**config.mk**
```make
export PLATFORM = sky130hd
export DESIGN_NAME = cabc_core
export DESIGN_NICKNAME = d
export VERILOG_FILES = /design/src/pkg/cabc_pkg.sv /design/src/rtl/cabc_stack.sv /design/src/rtl/cabc_core.sv
export SDC_FILE = /design/constraint.sdc
export NUM_CORES = 1
export LEC_CHECK = 0
export BUFFER_PORTS_ARGS = -buffer_cell sky130_fd_sc_hd__buf_2
export CORE_UTILIZATION = 55
export CTS_CLUSTER_SIZE = 10
export DETAILED_ROUTE_END_ITERATION = 8
export PLACE_DENSITY = 0.83
export SYNTH_ARGS = -nofsm -noshare
export SYNTH_HDL_FRONTEND = slang
export SYNTH_SLANG_ARGS = --single-unit
```
**constraint.sdc**
```tcl
create_clock -name sys_clk -period 3.7 [get_ports sys_clk]
set_clock_uncertainty 0.15 [all_clocks]
set_input_delay 0.185 -clock sys_clk [delete_from_list [all_inputs] [get_ports sys_clk]]
set_output_delay 0.185 -clock sys_clk [all_outputs]
set_load 0.02 [all_outputs]
```
**src/pkg/cabc_pkg.sv**
```systemverilog
// constants, opcode groups and states of the 8-bit core
// Operation
// - add, and, subtract use the accumulator as operand and destination; compare only reads it
// - second operand is indirect, direct data space, or immediate
// - zero, decrement, increment accept any of 256 data-space addresses
// - invert, rotate through carry, shift left act on accumulator only
// - immediates come from program bytes after the opcode
// - conditional branches jump only when their condition holds
// - short relative branches span -15 to +16 from the branch
// - bit-test branches span -126 to +129 with 8-bit signed displacement
// - branch on bit reset jumps when bit is 0; 3 bytes, 5 cycles
// - branch on bit set jumps when bit is 1; same size and timing
// - bit-test branch copies tested bit into carry, zero unchanged
// - bit set and clear reach any bit, flags unchanged
// - bit set forces one, bit clear forces zero; tests are a separate group
// - bit position is a 3-bit opcode field
// - with watchdog selected, stop behaves as wait
// - long jump and call carry 12-bit targets over all program space
// - target is high opcode nibble above the next byte
// - return addresses live in a stack of six 12-bit cells
// - relative opcode has direction bit, 0 forward, and 4-bit span
package cabc_pkg;
    localparam int unsigned STACK_DEPTH = 6;
    localparam logic [2:0]  SP_FULL     = 3'h6;
    localparam logic [1:0]  MC_LAST     = 2'h3;
    localparam logic [2:0]  CYC_SHORT   = 3'h2;
    localparam logic [2:0]  CYC_STD     = 3'h4;
    localparam logic [2:0]  CYC_BT      = 3'h5;
    localparam logic [11:0] RESET_PC    = 12'h000;
    localparam logic [11:0] PC_STEP     = 12'h001;
    localparam logic [11:0] BT_BASE     = 12'h002;
    localparam logic [7:0]  ADDR_X      = 8'h80;
    localparam logic [7:0]  ADDR_Y      = 8'h81;
    localparam logic [7:0]  ADDR_ACC    = 8'hFF;
    localparam logic [7:0]  BIT_ONE     = 8'h01;
    localparam logic [3:0]  LO_CALL     = 4'h1;
    localparam logic [3:0]  LO_BTST     = 4'h3;
    localparam logic [3:0]  LO_INH      = 4'h5;
    localparam logic [3:0]  LO_ALU_IND  = 4'h7;
    localparam logic [3:0]  LO_JUMP     = 4'h9;
    localparam logic [3:0]  LO_BSR      = 4'hB;
    localparam logic [3:0]  LO_UNARY    = 4'hD;
    localparam logic [3:0]  LO_ALU_DIR  = 4'hF;
    localparam logic [1:0]  ALU_ADD     = 2'h0;
    localparam logic [1:0]  ALU_AND     = 2'h1;
    localparam logic [1:0]  ALU_CMP     = 2'h2;
    localparam logic [1:0]  ALU_SUB     = 2'h3;
    localparam logic [1:0]  UN_CLR      = 2'h0;
    localparam logic [1:0]  UN_INC      = 2'h1;
    localparam logic [1:0]  UN_DEC      = 2'h2;
    localparam logic [3:0]  INH_RET     = 4'h1;
    localparam logic [3:0]  INH_RETURN_FROM_INTERRUPT    = 4'h2;
    localparam logic [3:0]  INH_STOP    = 4'h3;
    localparam logic [3:0]  INH_WAIT    = 4'h4;
    localparam logic [3:0]  INH_COM     = 4'h5;
    localparam logic [3:0]  INH_RLC     = 4'h6;
    localparam logic [3:0]  INH_SLA     = 4'h7;
    localparam logic [1:0]  COND_NZ     = 2'h0;
    localparam logic [1:0]  COND_NC     = 2'h1;
    localparam logic [1:0]  COND_Z      = 2'h2;
    localparam logic [1:0]  COND_C      = 2'h3;
    typedef enum logic [7:0] {
        S_FETCH   = 8'h01,
        S_BYTE2   = 8'h02,
        S_BYTE3   = 8'h04,
        S_PTR     = 8'h08,
        S_MEMRD   = 8'h10,
        S_EXEC    = 8'h20,
        S_WAITEND = 8'h40,
        S_HALT    = 8'h80
    } cabc_state_t;
endpackage

```
**src/rtl/cabc_stack.sv**
```systemverilog
// six-cell return address stack with registered top of stack
`timescale 1ns/100ps
`default_nettype none
module cabc_stack (
    input  wire logic        sys_clk,
    input  wire logic        sys_rst,
    input  wire logic        push,
    input  wire logic        pop,
    input  wire logic [11:0] push_addr,
    output logic      [11:0] top_q,
    output logic             overflow_q
);
    logic [11:0] cell_q [cabc_pkg::STACK_DEPTH];
    logic [2:0]  sp_q;
    wire         full  = (sp_q == cabc_pkg::SP_FULL);
    wire  [2:0]  below = sp_q - 3'h2;

    always_ff @(posedge sys_clk) begin
        if (sys_rst) begin
            sp_q       <= 3'h0;
            top_q      <= 12'h000;
            overflow_q <= 1'b0;
        end else if (push) begin
            if (full) begin
                overflow_q <= 1'b1;
            end else begin
                cell_q[sp_q] <= push_addr;
                sp_q         <= sp_q + 3'h1;
                top_q        <= push_addr;
            end
        end else if (pop && sp_q != 3'h0) begin
            sp_q  <= sp_q - 3'h1;
            top_q <= (sp_q > 3'h1) ? cell_q[below] : 12'h000;
        end
    end
endmodule
`default_nettype wire

```
**src/rtl/cabc_core.sv**
```systemverilog
// multi-cycle 8-bit core: fetch, decode, alu, branches, bit ops, control
`timescale 1ns/100ps
`default_nettype none
module cabc_core (
    input  wire logic        sys_clk,
    input  wire logic        sys_rst,
    output logic      [11:0] prog_addr,
    input  wire logic [7:0]  prog_rdata,
    output logic      [7:0]  data_addr,
    output logic      [7:0]  data_wdata,
    output logic             data_we,
    input  wire logic [7:0]  data_rdata,
    input  wire logic        irq_req,
    input  wire logic [11:0] irq_vector,
    output logic             irq_ack,
    input  wire logic        wdg_sel,
    output logic             core_stopped,
    output logic             core_waiting,
    output logic             stack_overflow
);
    cabc_pkg::cabc_state_t st_q;
    logic [11:0] pc_q, ipc_q, prog_addr_q;
    logic [7:0]  op_q, b2_q, b3_q, mem_q, acc_q;
    logic [7:0]  data_addr_q, data_wdata_q;
    logic        data_we_q, z_q, c_q, sz_q, sc_q, in_irq_q;
    logic        stop_q, wait_q, irq_ack_q;
    logic [1:0]  div_q;
    logic [2:0]  mcyc_q;
    logic [11:0] stk_top;

    function automatic logic [8:0] alu_f(input logic [1:0] sel,
                                         input logic [7:0] a,
                                         input logic [7:0] b);
        logic [8:0] r;
        r = 9'h000;
        case (sel)
            cabc_pkg::ALU_ADD: r = {1'b0, a} + {1'b0, b};
            cabc_pkg::ALU_AND: r = {1'b0, a & b};
            default:           r = {1'b0, a} - {1'b0, b};
        endcase
        return r;
    endfunction

    function automatic logic f_b2(input logic [7:0] o);
        return o[0] && o[3:0] != cabc_pkg::LO_INH && o[3:0] != cabc_pkg::LO_ALU_IND;
    endfunction

    function automatic logic f_mem(input logic [7:0] o);
        return o[3:0] == cabc_pkg::LO_BSR || o[3:0] == cabc_pkg::LO_UNARY
            || (o[3:0] == cabc_pkg::LO_ALU_DIR && !o[4]);
    endfunction

    // opcode groups
    wire [3:0] lo       = op_q[3:0];
    wire       is_rel   = !op_q[0];
    wire       is_call  = (lo == cabc_pkg::LO_CALL);
    wire       is_jp    = (lo == cabc_pkg::LO_JUMP);
    wire       is_bt    = (lo == cabc_pkg::LO_BTST);
    wire       is_bsr   = (lo == cabc_pkg::LO_BSR);
    wire       is_inh   = (lo == cabc_pkg::LO_INH);
    wire       is_un    = (lo == cabc_pkg::LO_UNARY);
    wire       is_alu   = (lo == cabc_pkg::LO_ALU_IND) || (lo == cabc_pkg::LO_ALU_DIR);
    wire       is_imm   = (lo == cabc_pkg::LO_ALU_DIR) && op_q[4];
    wire [1:0] alu_sel  = op_q[6:5];
    wire [3:0] inh_op   = op_q[7:4];
    wire [2:0] bit_pos  = op_q[7:5];
    wire       in_stop  = is_inh && inh_op == cabc_pkg::INH_STOP;
    wire       in_wait  = is_inh && inh_op == cabc_pkg::INH_WAIT;
    wire       in_ret   = is_inh && inh_op == cabc_pkg::INH_RET;
    wire       in_return_from_interrupt  = is_inh && inh_op == cabc_pkg::INH_RETURN_FROM_INTERRUPT;

    // alu datapath
    wire [7:0] alu_b    = is_imm ? b2_q : mem_q;
    wire [8:0] alu_r    = alu_f(alu_sel, acc_q, alu_b);
    wire       alu_wr   = is_alu && alu_sel != cabc_pkg::ALU_CMP;
    wire [1:0] un_op    = op_q[6:5];
    wire [1:0] un_sel   = (un_op == cabc_pkg::UN_INC) ? cabc_pkg::ALU_ADD : cabc_pkg::ALU_SUB;
    wire [8:0] un_r     = alu_f(un_sel, mem_q, cabc_pkg::BIT_ONE);
    wire       un_clr   = (un_op == cabc_pkg::UN_CLR);
    wire [7:0] un_val   = un_clr ? 8'h00 : un_r[7:0];
    wire [7:0] bit_mask = cabc_pkg::BIT_ONE << bit_pos;
    wire [7:0] bsr_val  = op_q[4] ? (mem_q | bit_mask)
                                  : (mem_q & ~bit_mask);
    wire       test_bit = mem_q[bit_pos];
    wire [7:0] com_val  = ~acc_q;
    wire [7:0] rlc_val  = {acc_q[6:0], c_q};
    wire [7:0] sla_val  = {acc_q[6:0], 1'b0};

    // branch targets
    wire [11:0] span    = {8'h00, op_q[7:4]};
    wire [11:0] rel_tgt = op_q[3] ? (ipc_q - span)
                                  : (ipc_q + cabc_pkg::PC_STEP + span);
    wire [11:0] bt_tgt  = ipc_q + cabc_pkg::BT_BASE + {{4{b3_q[7]}}, b3_q};
    wire [11:0] ext_tgt = {op_q[7:4], b2_q};
    logic       cond_ok;
    always_comb begin
        case (op_q[2:1])
            cabc_pkg::COND_NZ: cond_ok = !z_q;
            cabc_pkg::COND_NC: cond_ok = !c_q;
            cabc_pkg::COND_Z:  cond_ok = z_q;
            default:           cond_ok = c_q;
        endcase
    end
    wire bt_take = (test_bit == op_q[4]);

    // instruction length in machine cycles
    wire [2:0] cyc_tgt  = (is_rel || is_inh) ? cabc_pkg::CYC_SHORT
                        : is_bt ? cabc_pkg::CYC_BT : cabc_pkg::CYC_STD;
    wire       mc_tick  = (div_q == cabc_pkg::MC_LAST);
    wire       ins_end  = (st_q == cabc_pkg::S_WAITEND) && mc_tick && (mcyc_q == cyc_tgt - 3'h1);
    wire       exec     = (st_q == cabc_pkg::S_EXEC);
    wire       halt_go  = exec && (in_wait || in_stop);
    wire       leave_ok = ins_end || ((st_q == cabc_pkg::S_HALT) && irq_req);
    wire       irq_take = leave_ok && irq_req && !in_irq_q && !(ins_end && (stop_q || wait_q));
    wire       push     = (exec && is_call) || irq_take;
    wire       pop      = exec && (in_ret || in_return_from_interrupt);
    wire [7:0] mem_in   = (data_addr_q == cabc_pkg::ADDR_ACC) ? acc_q : data_rdata;
    wire       wb_en    = is_un || is_bsr;
    wire [7:0] wb_val   = is_un ? un_val : bsr_val;
    wire       wb_acc   = (data_addr_q == cabc_pkg::ADDR_ACC);

    cabc_stack u_stack (
        .sys_clk    (sys_clk),
        .sys_rst    (sys_rst),
        .push       (push),
        .pop        (pop),
        .push_addr  (pc_q),
        .top_q      (stk_top),
        .overflow_q (stack_overflow)
    );

    // machine cycle divider
    always_ff @(posedge sys_clk) begin
        if (sys_rst || ins_end || st_q == cabc_pkg::S_HALT) begin // fetch opens cycle 0
            div_q  <= 2'h0;
            mcyc_q <= 3'h0;
        end else if (mc_tick) begin
            div_q  <= 2'h0;
            mcyc_q <= mcyc_q + 3'h1;
        end else begin
            div_q  <= div_q + 2'h1;
        end
    end

    always_ff @(posedge sys_clk) begin
        if (sys_rst) begin
            st_q         <= cabc_pkg::S_FETCH;
            pc_q         <= cabc_pkg::RESET_PC;
            ipc_q        <= cabc_pkg::RESET_PC;
            prog_addr_q  <= cabc_pkg::RESET_PC;
            op_q         <= 8'h00;
            b2_q         <= 8'h00;
            b3_q         <= 8'h00;
            mem_q        <= 8'h00;
            acc_q        <= 8'h00;
            data_addr_q  <= 8'h00;
            data_wdata_q <= 8'h00;
            data_we_q    <= 1'b0;
            z_q          <= 1'b0;
            c_q          <= 1'b0;
            sz_q         <= 1'b0;
            sc_q         <= 1'b0;
            in_irq_q     <= 1'b0;
            stop_q       <= 1'b0;
            wait_q       <= 1'b0;
            irq_ack_q    <= 1'b0;
        end else begin
            irq_ack_q <= 1'b0;
            data_we_q <= 1'b0;
            case (st_q)
                cabc_pkg::S_FETCH: begin
                    op_q        <= prog_rdata;
                    ipc_q       <= pc_q;
                    pc_q        <= pc_q + cabc_pkg::PC_STEP;
                    prog_addr_q <= pc_q + cabc_pkg::PC_STEP;
                    if (!prog_rdata[0]) begin
                        st_q <= cabc_pkg::S_EXEC;
                    end else if (f_b2(prog_rdata)) begin
                        st_q <= cabc_pkg::S_BYTE2;
                    end else if (prog_rdata[3:0] == cabc_pkg::LO_ALU_IND) begin
                        data_addr_q <= prog_rdata[4] ? cabc_pkg::ADDR_Y : cabc_pkg::ADDR_X;
                        st_q        <= cabc_pkg::S_PTR;
                    end else begin
                        st_q <= cabc_pkg::S_EXEC;
                    end
                end
                cabc_pkg::S_BYTE2: begin
                    b2_q        <= prog_rdata;
                    pc_q        <= pc_q + cabc_pkg::PC_STEP;
                    prog_addr_q <= pc_q + cabc_pkg::PC_STEP;
                    data_addr_q <= prog_rdata;
                    if (is_bt) begin
                        st_q <= cabc_pkg::S_BYTE3;
                    end else if (f_mem(op_q)) begin
                        st_q <= cabc_pkg::S_MEMRD;
                    end else begin
                        st_q <= cabc_pkg::S_EXEC;
                    end
                end
                cabc_pkg::S_BYTE3: begin
                    b3_q        <= prog_rdata;
                    pc_q        <= pc_q + cabc_pkg::PC_STEP;
                    prog_addr_q <= pc_q + cabc_pkg::PC_STEP;
                    st_q        <= cabc_pkg::S_MEMRD;
                end
                cabc_pkg::S_PTR: begin
                    data_addr_q <= data_rdata;
                    st_q        <= cabc_pkg::S_MEMRD;
                end
                cabc_pkg::S_MEMRD: begin
                    mem_q <= mem_in;
                    st_q  <= cabc_pkg::S_EXEC;
                end
                cabc_pkg::S_EXEC: begin
                    st_q <= cabc_pkg::S_WAITEND;
                    if (is_alu) begin
                        z_q <= (alu_r[7:0] == 8'h00);
                        c_q <= alu_r[8];
                        if (alu_wr) begin
                            acc_q <= alu_r[7:0];
                        end
                    end else if (wb_en) begin
                        if (is_un && !un_clr) begin
                            z_q <= (un_r[7:0] == 8'h00);
                        end
                        if (wb_acc) begin
                            acc_q <= wb_val;
                        end else begin
                            data_wdata_q <= wb_val;
                            data_we_q    <= 1'b1;
                        end
                    end else if (is_bt) begin
                        c_q <= test_bit;
                        if (bt_take) begin
                            pc_q        <= bt_tgt;
                            prog_addr_q <= bt_tgt;
                        end
                    end else if (is_rel) begin
                        if (cond_ok) begin
                            pc_q        <= rel_tgt;
                            prog_addr_q <= rel_tgt;
                        end
                    end else if (is_call || is_jp) begin
                        pc_q        <= ext_tgt;
                        prog_addr_q <= ext_tgt;
                    end else if (is_inh) begin
                        case (inh_op)
                            cabc_pkg::INH_RET: begin
                                pc_q        <= stk_top;
                                prog_addr_q <= stk_top;
                            end
                            cabc_pkg::INH_RETURN_FROM_INTERRUPT: begin
                                pc_q        <= stk_top;
                                prog_addr_q <= stk_top;
                                z_q         <= sz_q;
                                c_q         <= sc_q;
                                in_irq_q    <= 1'b0;
                            end
                            cabc_pkg::INH_COM: begin
                                acc_q <= com_val;
                                z_q   <= (com_val == 8'h00);
                                c_q   <= com_val[7];
                            end
                            cabc_pkg::INH_RLC: begin
                                acc_q <= rlc_val;
                                z_q   <= (rlc_val == 8'h00);
                                c_q   <= acc_q[7];
                            end
                            cabc_pkg::INH_SLA: begin
                                acc_q <= sla_val;
                                z_q   <= (sla_val == 8'h00);
                                c_q   <= acc_q[7];
                            end
                            default: begin
                            end
                        endcase
                    end
                    if (halt_go) begin
                        stop_q <= in_stop && !wdg_sel;
                        wait_q <= in_wait || wdg_sel;
                    end
                end
                default: begin
                    // end of instruction or halted: take interrupt or fetch
                    if (leave_ok && !(ins_end && (stop_q || wait_q))) begin
                        stop_q <= 1'b0;
                        wait_q <= 1'b0;
                        st_q   <= cabc_pkg::S_FETCH;
                        if (irq_take) begin
                            sz_q        <= z_q;
                            sc_q        <= c_q;
                            in_irq_q    <= 1'b1;
                            irq_ack_q   <= 1'b1;
                            pc_q        <= irq_vector;
                            prog_addr_q <= irq_vector;
                        end
                    end else if (ins_end) begin
                        st_q <= cabc_pkg::S_HALT;
                    end
                end
            endcase
        end
    end

    assign prog_addr    = prog_addr_q;
    assign data_addr    = data_addr_q;
    assign data_wdata   = data_wdata_q;
    assign data_we      = data_we_q;
    assign irq_ack      = irq_ack_q;
    assign core_stopped = stop_q && st_q == cabc_pkg::S_HALT;
    assign core_waiting = wait_q && st_q == cabc_pkg::S_HALT;

    property p_acc_dest;
        @(posedge sys_clk) disable iff (sys_rst)
        (exec && alu_wr) |=> (acc_q == $past(alu_r[7:0]));
    endproperty
    a_acc_dest: assert property (p_acc_dest) else $error("alu result not in acc");

    property p_rel_not_taken;
        @(posedge sys_clk) disable iff (sys_rst)
        (exec && is_rel && !cond_ok) |=> (pc_q == $past(ipc_q) + cabc_pkg::PC_STEP);
    endproperty
    a_rel_not_taken: assert property (p_rel_not_taken) else $error("branch taken wrongly");

    property p_rel_taken;
        @(posedge sys_clk) disable iff (sys_rst)
        (exec && is_rel && cond_ok) |=> (prog_addr == $past(rel_tgt)) && (pc_q == $past(rel_tgt));
    endproperty
    a_rel_taken: assert property (p_rel_taken) else $error("relative target wrong");

    property p_bt_carry;
        @(posedge sys_clk) disable iff (sys_rst)
        (exec && is_bt) |=> (c_q == $past(test_bit)) && $stable(z_q);
    endproperty
    a_bt_carry: assert property (p_bt_carry) else $error("tested bit not in carry");

    property p_bt_len;
        @(posedge sys_clk) disable iff (sys_rst)
        (exec && is_bt && !irq_req) |-> ##15 ins_end ##1 (st_q == cabc_pkg::S_FETCH)
            && (mcyc_q == 3'h0);
    endproperty
    a_bt_len: assert property (p_bt_len) else $error("bit test length wrong");

    property p_bsr_flags;
        @(posedge sys_clk) disable iff (sys_rst)
        (exec && is_bsr && !wb_acc) |=> $stable(z_q) && $stable(c_q) && data_we
            && (data_wdata == $past(bsr_val));
    endproperty
    a_bsr_flags: assert property (p_bsr_flags) else $error("bit set/clear wrong");

    property p_stop_wdg;
        @(posedge sys_clk) disable iff (sys_rst)
        (exec && in_stop && wdg_sel) |=> !stop_q && wait_q;
    endproperty
    a_stop_wdg: assert property (p_stop_wdg) else $error("stop not replaced by wait");

    property p_ext_target;
        @(posedge sys_clk) disable iff (sys_rst)
        (exec && (is_jp || is_call)) |=> (pc_q == {$past(op_q[7:4]), $past(b2_q)});
    endproperty
    a_ext_target: assert property (p_ext_target) else $error("long target wrong");

    property p_return_from_interrupt_flags;
        @(posedge sys_clk) disable iff (sys_rst)
        (exec && in_return_from_interrupt) |=> (z_q == $past(sz_q)) && (c_q == $past(sc_q));
    endproperty
    a_return_from_interrupt_flags: assert property (p_return_from_interrupt_flags) else $error("flags not restored");
endmodule
`default_nettype wire

```
==> results of run 1 <==
-- final cells by class --
cell class	count	area (µm²)	area share (%)
inverter	34	128	0.956
clock inverter	15	220	1.65
sequential	190	4520	33.9
tap	270	338	2.53
multi-input combinational	961	6720	50.3
clock buffer	17	425	3.19
timing repair buffer	146	1000	7.49
-- layout by cell type, fill, tap and decap left out, types with 6 or more instances in the layout --
cell type / synthesis / final
nand2_1: 91 / 91
a222oi_1: 7 / 7
inv_1: 34 / 34
or4_1: 7 / 7
xnor2_1: 30 / 30
buf_4: 0 / 58
ha_1: 57 / 57
nor2b_1: 27 / 27
clkbuf_16: 0 / 17
mux4_2: 13 / 13
a311oi_1: 17 / 17
a21oi_1: 81 / 79
a31oi_1: 15 / 15
edfxtp_1: 72 / 72
and2_1: 11 / 11
inv_12: 0 / 6
a221oi_1: 9 / 9
o21a_1: 8 / 8
nor4_1: 9 / 8
nand4_1: 10 / 10
o21ai_0: 40 / 40
nand2b_1: 15 / 15
or3_1: 21 / 21
o22ai_1: 12 / 12
xor2_1: 22 / 22
mux2i_1: 81 / 80
a21o_1: 6 / 6
nor2_1: 166 / 166
and3_1: 12 / 12
dfxtp_1: 118 / 118
nand3_1: 27 / 26
buf_2: 8 / 63
a211oi_1: 27 / 27
dlygate4sd3_1: 0 / 25
o211ai_1: 8 / 8
nor3_1: 34 / 34
-- cells by family after synthesis --
family                     after synthesis
and+or+nand+nor                        463
AOI/OAI and AO/OA                      286
DFF                                    190
buffers and inverters                  115
muxes                                   98
adders and majority gates               62
xor gates and xnor gates                52
-- where the power goes --
group | internal, µW | switching (µW) | leakage (µW) | total, µW
logic | 839 | 1330 | 0.00315 | 2170
clock network | 961 | 1030 | 0.000310 | 1990
registers | 2390 | 293 | 0.00162 | 2680
total | 4190 | 2650 | 0.00507 | 6840
-- tightest hold or removal path: stages --
cell      delay (ps)
buf_2            100
a22oi_1          190
a221oi_1         100
-- layer usage --
metal	routed length, µm	vias up	share of wire (%)
met5	0	-	0
met4	1130	0	3.3
met3	3800	107	11
met2	15300	647	45
met1	14200	5026	41
li1	-	4857	-
-- state kept, by name, summed over array words and instances, names as in the netlist, 2 cells and up --
| signal | count |
|---|---|
| u_stack.cell_q | 72 |
| ipc_q | 12 |
| prog_addr | 12 |
| u_stack.top_q | 12 |
| acc_q | 8 |
| b2_q | 8 |
| b3_q | 8 |
| data_addr | 8 |
| data_wdata | 8 |
| mem_q | 8 |
| op_q | 8 |
| st_q | 8 |
| mcyc_q | 3 |
| u_stack.sp_q | 3 |
| div_q | 2 |
-- worst max path at each step --
| stage | start | endpoint |
|---|---|---|
| 6_report | op_q[4] | z_q |
| 5_1_grt | op_q[2] | z_q |
| 4_1_cts | op_q[2] | z_q |
| 3_5_place_dp | op_q[4] | z_q |
| 3_3_place_gp | op_q[4] | z_q |
| 2_1_floorplan | op_q[3] | z_q |
-- stage by stage --
step,instance area (µm²),power [µW]
global placement,12400,4720
finish,13400,6840
CTS,13300,6760
floorplan,11700,4140
global route,13400,7100
detailed placement,12400,4770
-- timing repair --
| action | CTS | global route |
|---|---|---|
| endpoints found under the hold margin | 50 | 0 |
| resized for setup | 0 | 5 |
| setup endpoints to repair | 0 | 2 |
| hold buffers | 25 | 0 |
==> impl_metrics.ini, run 1 <==
[hold_path]
hold_class = primary input to flip-flop
hold_depth = 3
worstHoldEndpoint = prog_addr[5]
min_from = irq_vector[5]

[yosys]
async_reset_ff_share_pct = 0
synth_xor_area_share_pct = 3.91
synthesis.area_um2 = 11600
synth.area.top_cells = dfxtp_1 20%, edfxtp_1 19%, mux2i_1 7.0%
synth.avg_cell_area_um2 = 9.19
synth_top_area_share_pct = 20.3
synth.mux.area_fraction_pct = 9.87
synthAdderAreaFrac_pct = 6.99
synth_edf_count = 72
ys_seq_elements = 190
ys.warnings.count = 0
synth_common_cells = 166 x nor2_1, 118 x dfxtp_1, 91 x nand2_1
yosys_most_used_dff = dfxtp_1
yosysSeqAreaShare_pct = 38.9
synth_nets = 1360
synth-simple-area-share_pct = 19.4
synth_top_family_by_area = simple AND/OR/NAND/NOR gates
ys_types = 77
synth_compound_area_share_pct = 17.0
post-synth-top-count-cell = nor2_1
syn-instance-count = 1266
yosysTopAreaCell = dfxtp_1

[global_route]
grt_pass1_vias = 9963
grt_max_degree = 100
grt_most_used_layer = met2
met3_usage_pct = 7.44
grt_pass1_wl_um = 54200
antenna_found_initial = 0
grt_usage_pct = 32.0
use_met2_pct = 49.1
gr-usage-met1_pct = 43.4
grt_overflow_total = 0

[sta]
holdWs_ps = 19.0
rsz0062_at_grt = false
max_clock_freq_ghz = 0.282
final_max_slew_viol_count = 0
timing.final.crit_share_pct = 95.7
post-route-min-period_ps = 3540
setup_viol = 0
slew_headroom_pct = 27.3
setup_slack_ps = 158
fin_setup_tns_ps = 0
worstMarginPinSlew_ps = 1090
finalHoldViolations = 0

[placed_design]
preCtsSetupSlack_ps = 202
port_buffers = 64
dp_hpwl_um = 23800
gp_congestion = 0.938
dp.cells = 1576

[die]
die_y_um = 147
top_level_ports = 65
start_util_pct = 56.8
die_w_um = 147
core_area_um2 = 20500
die_area_um2 = 21700
num_rows = 52

[critical_path]
crit_family = compound AO/OA/AOI/OAI gates
cp_num_cells = 14
ff2ff_setup_slack_ps = 160
r2r_end = z_q
end_kind = flip-flop
cp_slowest_stage_delay_ps = 400
crit_required_ps = 3930
crit_path_cell_trace = and3_1 -> nand3_2 -> buf_4 -> mux2i_1 -> a31oi_1 -> xnor2_1 -> ha_1 -> o21ai_0 -> a31oi_1 -> o41ai_2 -> xor2_1 -> o21ai_0 -> or4_1 -> a31oi_1
r2r_cells = 14
slowest_stage = or4_1
cp_num_buf_inv = 1
worstPathArrival_ps = 3770
r2r-start = op_q[4]
path_common_cell = a31oi_1
critPathLaunchType = flip-flop
cp_max_fo = 12
path_class = flip-flop to flip-flop

[drt]
ant_nets = 0
wirelength_um = 34400
drc_errors = 0
viasPerCell = 6.51
drtIter0Drc = 1281
wl_per_cell_um = 21.1
vias = 10600
first_pass_iters = 6

[flow_run]
maxCapViolations = 0

[clock_tree]
insertion_delay_ps = 450
cts.sinks = 190
cts_setup_buffers = 0
clk_pin_slew_ps = 90
cts-htree-levels = 4
cts_tree = built
ctsRootBufferMaster = clkbuf_16
clockBufferDepth = 2
cts_buffers = 17

[finish]
final_nets = 1444
post_route_cells_drive_above_1_share_pct = 14.2
diodes = 0
fin_util_pct = 65.2
syn2layout_area_growth_pct = 14.8
finalNonFillerCells = 1633
fill_cells = 1616

[run_status]
status = complete, no violations

[power_and_ir_drop]
p_leak_uw = 0.00507
ir_drop_mv = 0.431
power_density_nw_per_um2 = 512
Power figures use the tool's default switching activity.
==> inputs of run 2 (changes only) <==
SETUP_SLACK_MARGIN = 0.4   (was unset)
SYNTH_HIERARCHICAL = 1   (was unset)
clock period = 3 ns   (was 3.7 ns; I/O delays follow)
==> run 2 against run 1 <==
Against the previous run:
- the run now ends with setup timing left
- routed wire length is 10% higher
- register-to-register slack lost 940 ps
- clock power is 23% higher
- largest cell class unchanged
- critical path depth increased by 1
- critical path type unchanged
- total power grew 33%
- core utilization up 7.1 points
- largest power group unchanged
==> impl_metrics.ini, run 2 <==
[yosys]
yosysSeqAreaShare_pct = 39.3
yosys_most_used_dff = dfxtp_1
synth_top_area_share_pct = 20.5
synth_nets = 1264
synth.avg_cell_area_um2 = 9.84
ys_types = 82
synthesis.area_um2 = 11500
post-synth-top-count-cell = nor2_1
syn-instance-count = 1170
yosysTopAreaCell = dfxtp_1
synth_edf_count = 72
synth.area.top_cells = dfxtp_1 21%, edfxtp_1 19%, ha_1 6.2%
synth_common_cells = 155 x nor2_1, 118 x dfxtp_1, 72 x edfxtp_1, 72 x nand2_1, 71 x mux2i_1
ys.warnings.count = 6
async_reset_ff_share_pct = 0
ys_seq_elements = 190

[drt]
vias = 11000
viasPerCell = 6.69
top_layer = met4
met3_length_um = 3890
drc_errors = 0
drtIter0Drc = 1324
wl_per_cell_um = 23.1
ant_nets = 0
wirelength_um = 38000
drt-met1-wl_um = 14200
first_pass_iters = 7
dr_wl_met2_um = 17700

[sta]
post-route-min-period_ps = 3790
setup_viol = 22
setup_slack_ps = -787
timing.final.crit_share_pct = 126
final_max_slew_viol_count = 0
worstMarginPinSlew_ps = 798
holdWs_ps = 34.1
slew_headroom_pct = 46.8
rsz0062_at_grt = true
fin_setup_tns_ps = -5060
finalHoldViolations = 0
max_clock_freq_ghz = 0.264

[power_and_ir_drop]
power_density_nw_per_um2 = 618
p_leak_uw = 0.00576
combinationalPowerShare_pct = 36.4
switching_share_pct = 39.4
finalPower_uw = 9100
pwr-share-seq_pct = 36.8
clockPowerShare_pct = 26.8
p_switching_uw = 3590
internal_power_uw = 5520
ir_drop_mv = 0.479

[hold_path]
hold_depth = 3
worstHoldEndpoint = prog_addr[9]
hold_class = primary input to flip-flop
min_from = irq_vector[9]

[critical_path]
r2r_end = z_q
critPathLaunchType = flip-flop
worstPathArrival_ps = 4000
crit_start = op_q[3]
r2r_cells = 15
crit_required_ps = 3210
end_kind = flip-flop
cp_max_fo = 3
r2r-start = op_q[3]
ff2ff_setup_slack_ps = -790
path_class = flip-flop to flip-flop

[clock_tree]
clockBufferDepth = 2
cts_buffers = 17
cts_tree = built
ctsRootBufferMaster = clkbuf_16
cts.sinks = 190
insertion_delay_ps = 460
cts-htree-levels = 4
clk_pin_slew_ps = 80

[finish]
final_common_cell = nor2_1
largest_register = u_stack/cell_q
syn2layout_area_growth_pct = 27.9
finalNonFillerCells = 1646
largest_reg_flops = 72
post_route_cells_drive_above_1_share_pct = 31.0
final_cell_mix = 148 x nor2_1, 133 x buf_4, 110 x dfxtp_1
final_nets = 1457
diodes = 0

[run_status]
status = finished, violations left
violations = setup timing

[flow_run]
maxCapViolations = 0

[die]
start_util_pct = 56.5
core_area_um2 = 20400
die_area_um2 = 21500
die_y_um = 147
num_rows = 52
die_w_um = 147
top_level_ports = 65

[global_route]
grt_pass1_vias = 10300
grt_pass1_wl_um = 55300
grt_overflow_total = 0
antenna_found_initial = 0
grt_usage_pct = 33.5
grt_max_degree = 72

[placed_design]
dp.cells = 1551
gp_congestion = 0.940
dp_hpwl_um = 23800
port_buffers = 64
-- run 2: cell types whose count changed in the layout (fill, tap and decap cells not counted), moves of 16 or more --
| cell | previous run | this run |
|---|---|---|
| buf_4 | 58 | 133 |
| nor2_1 | 166 | 148 |
| a21oi_1 | 79 | 35 |
| nand2_1 | 91 | 67 |
| or3_1 | 21 | 5 |
| mux2_4 | 0 | 20 |
-- run 2: cells by family after synthesis --
family | Yosys count | share of synthesized area (%)
AOI/OAI and AO/OA | 269 | 17.0
xor gates and xnor gates | 51 | 3.88
muxes | 117 | 12.8
buffers and inverters | 101 | 3.97
and+or+nand+nor | 380 | 16.0
DFF | 190 | 39.3
adders and majority gates | 62 | 7.07
-- run 2: what timing repair did --
item,CTS,global route
cloned,7,1
hold endpoints to repair,65,0
hold buffers,28,0
pin swaps,26,51
endpoints found under the setup margin,113,121
setup buffers,7,20
resized for setup,55,82
-- run 2: area by class of cell --
type / instances / area (µm²)
sequential: 190 / 4530
fill: 1273 / 5640
timing repair buffer: 241 / 1850
clock inverter: 15 / 206
clock buffer: 17 / 425
multi-input combinational: 886 / 7270
inverter: 27 / 106
tap: 270 / 338
-- run 2: critical path: stages (launching register included) --
cell and delay (ps):
dfxtp_2 340, and3_4 190, nand3_4 130, mux2i_4 240, ha_4 310, nor2_4 40
a21oi_2 140, inv_1 80, fa_2 340, nand2b_4 160, a21oi_4 140, mux2_4 320
a311oi_4 280, nand4_1 120, or4_1 430, a311oi_1 270
-- run 2: worst max-delay path by stage --
stage / to / cells past startpoint
6_report: z_q / 15
5_1_grt: z_q / 15
4_1_cts: z_q / 15
3_5_place_dp: z_q / 14
3_3_place_gp: z_q / 14
2_1_floorplan: z_q / 16
-- run 2: layer usage --
metal  up-vias  track usage, %
li1       4768               -
met1      5201            41.7
met2       798            54.8
met3       249            6.84
met4         0            17.2
met5         -               0
-- run 2: through the flow --
step / area, µm² / utilization [%] / worst slack [ps]
floorplan: 11700 / - / -606
global placement: 12900 / 63.2 / -752
detailed placement: 12900 / 63.2 / -928
CTS: 14100 / 69.5 / -682
global route: 14700 / 72.3 / -842
finish: 14700 / 72.3 / -787
-- run 2: power groups by stage --
stage / clock [µW] / sequential (µW) / combinational, µW
floorplan: 0 / 3340 / 1820
global placement: 0 / 3350 / 2660
detailed placement: 0 / 3370 / 2740
CTS: 2420 / 3320 / 2870
global route: 2530 / 3380 / 3490
finish: 2440 / 3350 / 3310
